File: config.mk
export PLATFORM = sky130hd
export DESIGN_NAME = sppc_top
export DESIGN_NICKNAME = d
export VERILOG_FILES = /design/src/common/sppc_pkg.sv /design/src/rtl/sppc_sync.sv /design/src/rtl/sppc_top.sv
export VERILOG_INCLUDE_DIRS = /design/src /design/src/common
export SDC_FILE = /design/constraint.sdc
export NUM_CORES = 1
export LEC_CHECK = 0
export BUFFER_PORTS_ARGS = -buffer_cell sky130_fd_sc_hd__buf_2
export CAP_MARGIN = 10
export CORE_MARGIN = 2
export CORE_UTILIZATION = 42
export DETAILED_ROUTE_END_ITERATION = 8
export GPL_ROUTABILITY_DRIVEN = 0
export HOLD_SLACK_MARGIN = 0.15
export PLACE_DENSITY = 0.67
export SLEW_MARGIN = 20
export SYNTH_ARGS = -nofsm -noshare
export SYNTH_HDL_FRONTEND = slang
export SYNTH_SLANG_ARGS = --single-unit
File: constraint.sdc
create_clock -name pclk -period 3.3 [get_ports pclk]
set_input_delay 0.33 -clock pclk [delete_from_list [all_inputs] [get_ports pclk]]
set_output_delay 0.33 -clock pclk [all_outputs]
set_load 0.02 [all_outputs]
File: src/common/sppc_defines.svh
`ifndef SPPC_DEFINES_SVH
`define SPPC_DEFINES_SVH

// Register byte offsets on the APB side
`define SPPC_OFF_INPUT 8'h00
`define SPPC_OFF_DIR 8'h04
`define SPPC_OFF_DRIVE 8'h08
`define SPPC_OFF_PULL 8'h0C
`define SPPC_OFF_POLARITY 8'h10
`define SPPC_OFF_FLAG 8'h14

// Port geometry and field positions
`define SPPC_NPINS 6
`define SPPC_PIN_NMI 1
`define SPPC_PIN_IRQ 5
`define SPPC_PIN_PWM0 0
`define SPPC_PIN_PWM1 1

// Reset values of the writable fields
`define SPPC_RST_DIR 6'h00
`define SPPC_RST_DRIVE 6'h00
`define SPPC_RST_PULL 6'h00
`define SPPC_RST_POLARITY 6'h00
`define SPPC_RST_FLAG 6'h00

// Enabled clock cycles after reset before edges are believed
`define SPPC_PRIME_CYCLES 2'h3

`endif

File: src/common/sppc_pkg.sv
package sppc_pkg;

   typedef struct packed {
      logic [5:0] meta;
      logic [5:0] stable;
   } sppc_sync_t;

   typedef struct packed {
      logic [5:0] dir;
      logic [5:0] drive;
      logic [5:0] pull;
      logic [5:0] polarity;
      logic [5:0] flag;
      logic [5:0] prev;
      logic [1:0] prime;
      logic nmi_lock;
      logic [5:0] pin_oe;
      logic [5:0] pin_reduced;
      logic [5:0] pin_pull_en;
      logic [5:0] pin_pull_down;
      logic [31:0] prdata;
      logic pready;
      logic pslverr;
   } sppc_state_t;

endpackage

File: src/rtl/sppc_sync.sv
`timescale 1ns/10ps
`default_nettype none

module sppc_sync
(
   // Clock and reset
   input wire logic pclk,
   input wire logic presetn,
   input wire logic ce,
   // Pin levels
   input wire logic [5:0] pin_async,
   output logic [5:0] pin_sync
);

   sppc_pkg::sppc_sync_t s_q;
   sppc_pkg::sppc_sync_t s_d;

   // Second stage alone reads the first; nothing else may look at meta
   always_comb
   begin
      s_d = s_q;
      if (ce)
      begin
         s_d.meta = pin_async;
         s_d.stable = s_q.meta;
      end
   end

   always_ff @(posedge pclk or negedge presetn)
   begin
      if (!presetn)
         s_q <= '0;
      else
         s_q <= s_d;
   end

   assign pin_sync = s_q.stable;
endmodule

`default_nettype wire

File: src/rtl/sppc_top.sv
`timescale 1ns/10ps
`default_nettype none
`include "sppc_defines.svh"

module sppc_top
(
   // Clock, reset, enable
   input wire logic pclk,
   input wire logic presetn,
   input wire logic ce,
   // APB slave
   input wire logic psel,
   input wire logic penable,
   input wire logic pwrite,
   input wire logic [7:0] paddr,
   input wire logic [31:0] pwdata,
   output logic [31:0] prdata,
   output logic pready,
   output logic pslverr,
   // Function owners on the same clock
   input wire logic irq_func_en,
   input wire logic nmi_mask,
   input wire logic [1:0] pwm_ch_en,
   // Pads
   input wire logic [5:0] pin_level,
   output logic [5:0] pin_oe,
   output logic [5:0] pin_reduced,
   output logic [5:0] pin_pull_en,
   output logic [5:0] pin_pull_down,
   // Edge flags to the interrupt logic
   output logic [5:0] pin_edge_flag
);

   ////////////////////////////////////////////////////////////////////////////////

   function automatic logic reg_sel(input logic [7:0] addr, input logic [7:0] off);
      reg_sel = (addr == off);
   endfunction

   function automatic logic [5:0] active_edges(input logic [5:0] now, input logic [5:0] was,
                                               input logic [5:0] pol);
      // Polarity 1 means rising, 0 means falling
      active_edges = (pol & now & ~was) | (~pol & ~now & was);
   endfunction

   ////////////////////////////////////////////////////////////////////////////////

   logic [5:0] pin_sync;

   sppc_sync u_sync
   (
      .pclk(pclk),
      .presetn(presetn),
      .ce(ce),
      .pin_async(pin_level),
      .pin_sync(pin_sync)
   );

   sppc_pkg::sppc_state_t s_q;
   sppc_pkg::sppc_state_t s_d;

   logic setup;
   logic wr_acc;
   logic mapped;
   logic [5:0] oe_next;
   logic [5:0] edges;
   logic [31:0] rd_val;

   assign setup = psel && !penable;
   assign wr_acc = psel && penable && pwrite && s_q.pready && !s_q.pslverr;
   assign mapped = reg_sel(paddr, `SPPC_OFF_INPUT) || reg_sel(paddr, `SPPC_OFF_DIR)
                   || reg_sel(paddr, `SPPC_OFF_DRIVE) || reg_sel(paddr, `SPPC_OFF_PULL)
                   || reg_sel(paddr, `SPPC_OFF_POLARITY) || reg_sel(paddr, `SPPC_OFF_FLAG);
   assign edges = active_edges(pin_sync, s_q.prev, s_q.polarity);

   ////////////////////////////////////////////////////////////////////////////////
   // Direction with function overrides

   always_comb
   begin
      oe_next = s_q.dir;
      // Pulse-width channels own pins 1 and 0 when enabled
      if (pwm_ch_en[0])
         oe_next[`SPPC_PIN_PWM0] = 1'b1;
      if (pwm_ch_en[1])
         oe_next[`SPPC_PIN_PWM1] = 1'b1;
      // The nonmaskable request outranks the pulse-width channel on pin 1
      if (s_q.nmi_lock || !nmi_mask)
         oe_next[`SPPC_PIN_NMI] = 1'b0;
      if (irq_func_en)
         oe_next[`SPPC_PIN_IRQ] = 1'b0;
   end

   ////////////////////////////////////////////////////////////////////////////////
   // Read mux

   always_comb
   begin
      rd_val = 32'h0000_0000;
      if (reg_sel(paddr, `SPPC_OFF_INPUT))
         rd_val[5:0] = pin_sync;
      else if (reg_sel(paddr, `SPPC_OFF_DIR))
         rd_val[5:0] = s_q.dir;
      else if (reg_sel(paddr, `SPPC_OFF_DRIVE))
         rd_val[5:0] = s_q.drive;
      else if (reg_sel(paddr, `SPPC_OFF_PULL))
         rd_val[5:0] = s_q.pull;
      else if (reg_sel(paddr, `SPPC_OFF_POLARITY))
         rd_val[5:0] = s_q.polarity;
      else if (reg_sel(paddr, `SPPC_OFF_FLAG))
         rd_val[5:0] = s_q.flag;
   end

   ////////////////////////////////////////////////////////////////////////////////
   // Next state

   always_comb
   begin
      s_d = s_q;
      if (ce)
      begin
         // Zero wait states: answer one enabled edge after select, so a low ce only stretches the wait
         // Limitation: ce must be high on the edge that completes a transfer, the frozen answer still shows
         s_d.pready = psel && !s_q.pready;
         s_d.pslverr = psel && !s_q.pready && !mapped;
         if (psel && !s_q.pready && !pwrite)
            s_d.prdata = rd_val;

         // The input register has no storage, so a write there falls through
         if (wr_acc && reg_sel(paddr, `SPPC_OFF_DIR))
            s_d.dir = pwdata[5:0];
         if (wr_acc && reg_sel(paddr, `SPPC_OFF_DRIVE))
            s_d.drive = pwdata[5:0];
         if (wr_acc && reg_sel(paddr, `SPPC_OFF_PULL))
            s_d.pull = pwdata[5:0];
         if (wr_acc && reg_sel(paddr, `SPPC_OFF_POLARITY))
            s_d.polarity = pwdata[5:0];

         // Edges are distrusted until the synchroniser holds real pin data
         s_d.prev = pin_sync;
         if (s_q.prime != `SPPC_PRIME_CYCLES)
            s_d.prime = s_q.prime + 2'h1;
         if (wr_acc && reg_sel(paddr, `SPPC_OFF_FLAG))
            s_d.flag = s_q.flag & ~pwdata[5:0];
         if (s_q.prime == `SPPC_PRIME_CYCLES)
            s_d.flag = s_d.flag | edges;

         // Once cleared, the mask never gives the pin back until reset
         if (!nmi_mask)
            s_d.nmi_lock = 1'b1;

         s_d.pin_oe = oe_next;
         // Drive strength follows ownership only through the direction
         s_d.pin_reduced = oe_next & s_q.drive;
         s_d.pin_pull_en = ~oe_next & s_q.pull;
         s_d.pin_pull_down = s_q.polarity;
      end
   end

   always_ff @(posedge pclk or negedge presetn)
   begin
      if (!presetn)
      begin
         s_q <= '0;
         s_q.dir <= `SPPC_RST_DIR;
         s_q.drive <= `SPPC_RST_DRIVE;
         s_q.pull <= `SPPC_RST_PULL;
         s_q.polarity <= `SPPC_RST_POLARITY;
         s_q.flag <= `SPPC_RST_FLAG;
      end
      else
         s_q <= s_d;
   end

   assign prdata = s_q.prdata;
   assign pready = s_q.pready;
   assign pslverr = s_q.pslverr;
   assign pin_oe = s_q.pin_oe;
   assign pin_reduced = s_q.pin_reduced;
   assign pin_pull_en = s_q.pin_pull_en;
   assign pin_pull_down = s_q.pin_pull_down;
   assign pin_edge_flag = s_q.flag;
endmodule

`default_nettype wire

==> results.cfg <==
[sta]
skew_ns = 0.00345
finalHoldViolCount = 0
tightest_slew_ns = 0.753
holdWs_ns = 0.162
period_share_pct = 63.3
rsz0062_at_grt = no
fin_crit_ns = 2.09
slew_headroom_pct = 49.4
drv_slew = 0
clock.fmax_mhz = 479
tns_ns = 0
finalSetupViolCount = 0

[logic_synthesis]
synth-async-reset-ratio_pct = 100
synth.largest_area_cell = dfrtp_1
syn_avg_cell_area_um2 = 11.3
synth-main-ff-cell = dfrtp_1
post_synth_inst_count = 370
seq_area_frac_synth_pct = 49.7
synth_edf_count = 0
synth.top_cell.area_share_pct = 49.7
ys_seq_elements = 83
ys_top_cells_by_area = dfrtp_1 (50%), mux2_2 (13%), buf_4 (11%)
netlist_area_mm2 = 0.00418
yosysWarnings = 0
synth.distinct_cells = 44

[cells_and_area]
area_delta_synth_final_pct = 6.46
fill_cells = 932
largest_reg_flops = 30
regMostFlops = s_q
design_area_mm2 = 0.00445
antennaDiodeCount = 0
layout-drive-gt1-share_pct = 34.7
fin_nets = 456

[detailed_routing]
vias = 2725
ant_nets = 0
drc = 0
drt_iter0_drc = 98
post_drt_wl_per_cell_um = 15.8
drtPass1Iterations = 4
via_per_inst = 5.07
wl_mm = 8.46

[outcome]
outcome = finished clean

[job]
maxCapViolations = 0

[grt]
overflow = 0
grt_usage_pct = 16.8
antenna_found_initial = 0
first_global_vias = 2723
grt_pass1_wl_mm = 14.4
grt_max_degree = 84

[critical_path]
critPathKind = reg -> reg
arrival_ns = 2.33
critPathMaxFanout = 9
endpoint_kind = flop
required_ns = 3.54
startpoint_type = flop

[pwr]
peakVddDrop_mv = 0.170
total_power_uw = 2190
power_density_mw_per_mm2 = 492
leakage_uw = 0.00218

[cts]
cts_max_path_buffers = 2
cts_max_level = 3
path_clk_slew_ns = 0.08
cts_made_buffers = 9
clk_latency_ns = 0.35
clkSinkCount = 83
cts_setup_buffers = 0
root_buffer = clkbuf_8
cts_tree = yes

[floorplan]
start_util_pct = 43.0
io_pins = 120
core_region_area_mm2 = 0.00973
dieArea_mm2 = 0.0108
rows = 36
die_x_um = 104
die_y_um = 104

[worst_hold_path]
min_path_type = in -> reg

[placement]
place_area_mm2 = 0.00427
port-buffer-count = 67
hpwl_mm = 6.01
-- power by group --
part	switching, uW	internal [uW]	total [uW]
registers	73.5	1100	1180
logic	210	141	351
clock network	353	314	666
total	636	1560	2190
-- cells in the mapped netlist, drive strengths merged (2+ instances only) --
cell type,count
nand3,6
clkbuf,9
o21ai,8
o31ai,5
inv,10
mux2,53
mux2i,6
nand2,14
nor2b,3
o2bb2ai,8
a22oi,4
nor2,28
nor3,3
dfrtp,83
nand4,7
o21bai,2
a31oi,4
a21oi,14
buf,68
or4,2
and2,4
nand3b,8
o32a,4
-- placed cells by master, fill, tap and decap left out, drive strengths merged, types with 2 or more instances in the layout --
cell and n:
dfrtp 83, nand3b 8, a22oi 4, clkinv 2, inv 10, conb 26, o21bai 2, or4 2
nor2 28, nor2b 3, buf 69, a21oi 14, mux2 53, and2 4, nand3 6, o21ai 8
clkbuf 14, mux2i 6, nor3 3, nand4 7, o32a 4, o31ai 5, nand2 14, o2bb2ai 8
a31oi 4
-- per-stage QoR --
step / std cells / utilization, % / setup WS [ns]
after floorplan: 395 / - / 1.27
after global placement: 520 / 43.9 / 0.982
after detailed placement: 520 / 43.9 / 0.971
after CTS: 536 / 45.6 / 1.24
after global routing: 537 / 45.8 / 1.12
final: 537 / 45.8 / 1.21
-- path summary, 6_finish.rpt --
path	depth (start not counted)	start	end	slack [ns]
max	5	pslverr	s_q[83]	1.21
min	2	nmi_mask	s_q[58]	0.16
max reg2reg	5	pslverr	s_q[83]	1.21
min reg2reg	2	prdata[4]	prdata[4]	0.47
max in group asynchronous	2	presetn	prdata[3]	2.22
min in group asynchronous	2	presetn	s_q[65]	0.58
-- layer usage --
layer / global-route usage [%] / routed length, um / up-vias
met4: 8.01 / 249 / 0
met2: 25.1 / 3820 / 92
met1: 23.2 / 3890 / 1340
met5: 0 / 0 / -
met3: 3.59 / 500 / 22
li1: - / - / 1271
-- cells by family after synthesis --
kind of cell | after synthesis | synth area share [%]
and+or+nand+nor | 82 | 10.8
AOI/OAI and AO/OA | 56 | 9.18
xor gates and xnor gates | 1 | 0.209
other | 1 | 0.0897
buffers and inverters | 87 | 13.6
adders and majority gates | 1 | 0.299
DFF | 83 | 49.7
muxes | 59 | 16.2
-- layout make-up --
| type | count | area [um^2] | share of cell area [%] |
|---|---|---|---|
| Sequential cell | 83 | 2080 | 46.6 |
| Multi-Input combinational cell | 225 | 1630 | 36.7 |
| Timing Repair Buffer | 70 | 367 | 8.23 |
| Tap cell | 133 | 166 | 3.74 |
| Clock buffer | 14 | 163 | 3.65 |
| Inverter | 10 | 37.5 | 0.843 |
| Clock inverter | 2 | 10.0 | 0.225 |
-- critical path, stage by stage (launching register included) --
cell and delay, ns:
dfrtp_1 0.39, nand4b_1 0.28, nor4_4 0.26, buf_4 0.23
and4b_1 0.48, mux2_4 0.34
-- timing repair --
action                    4_1_cts  5_1_grt
hold buffers                    0        1
hold endpoints to repair        0       83
gates resized for setup         0        0
(Power assumes the default switching activity.)
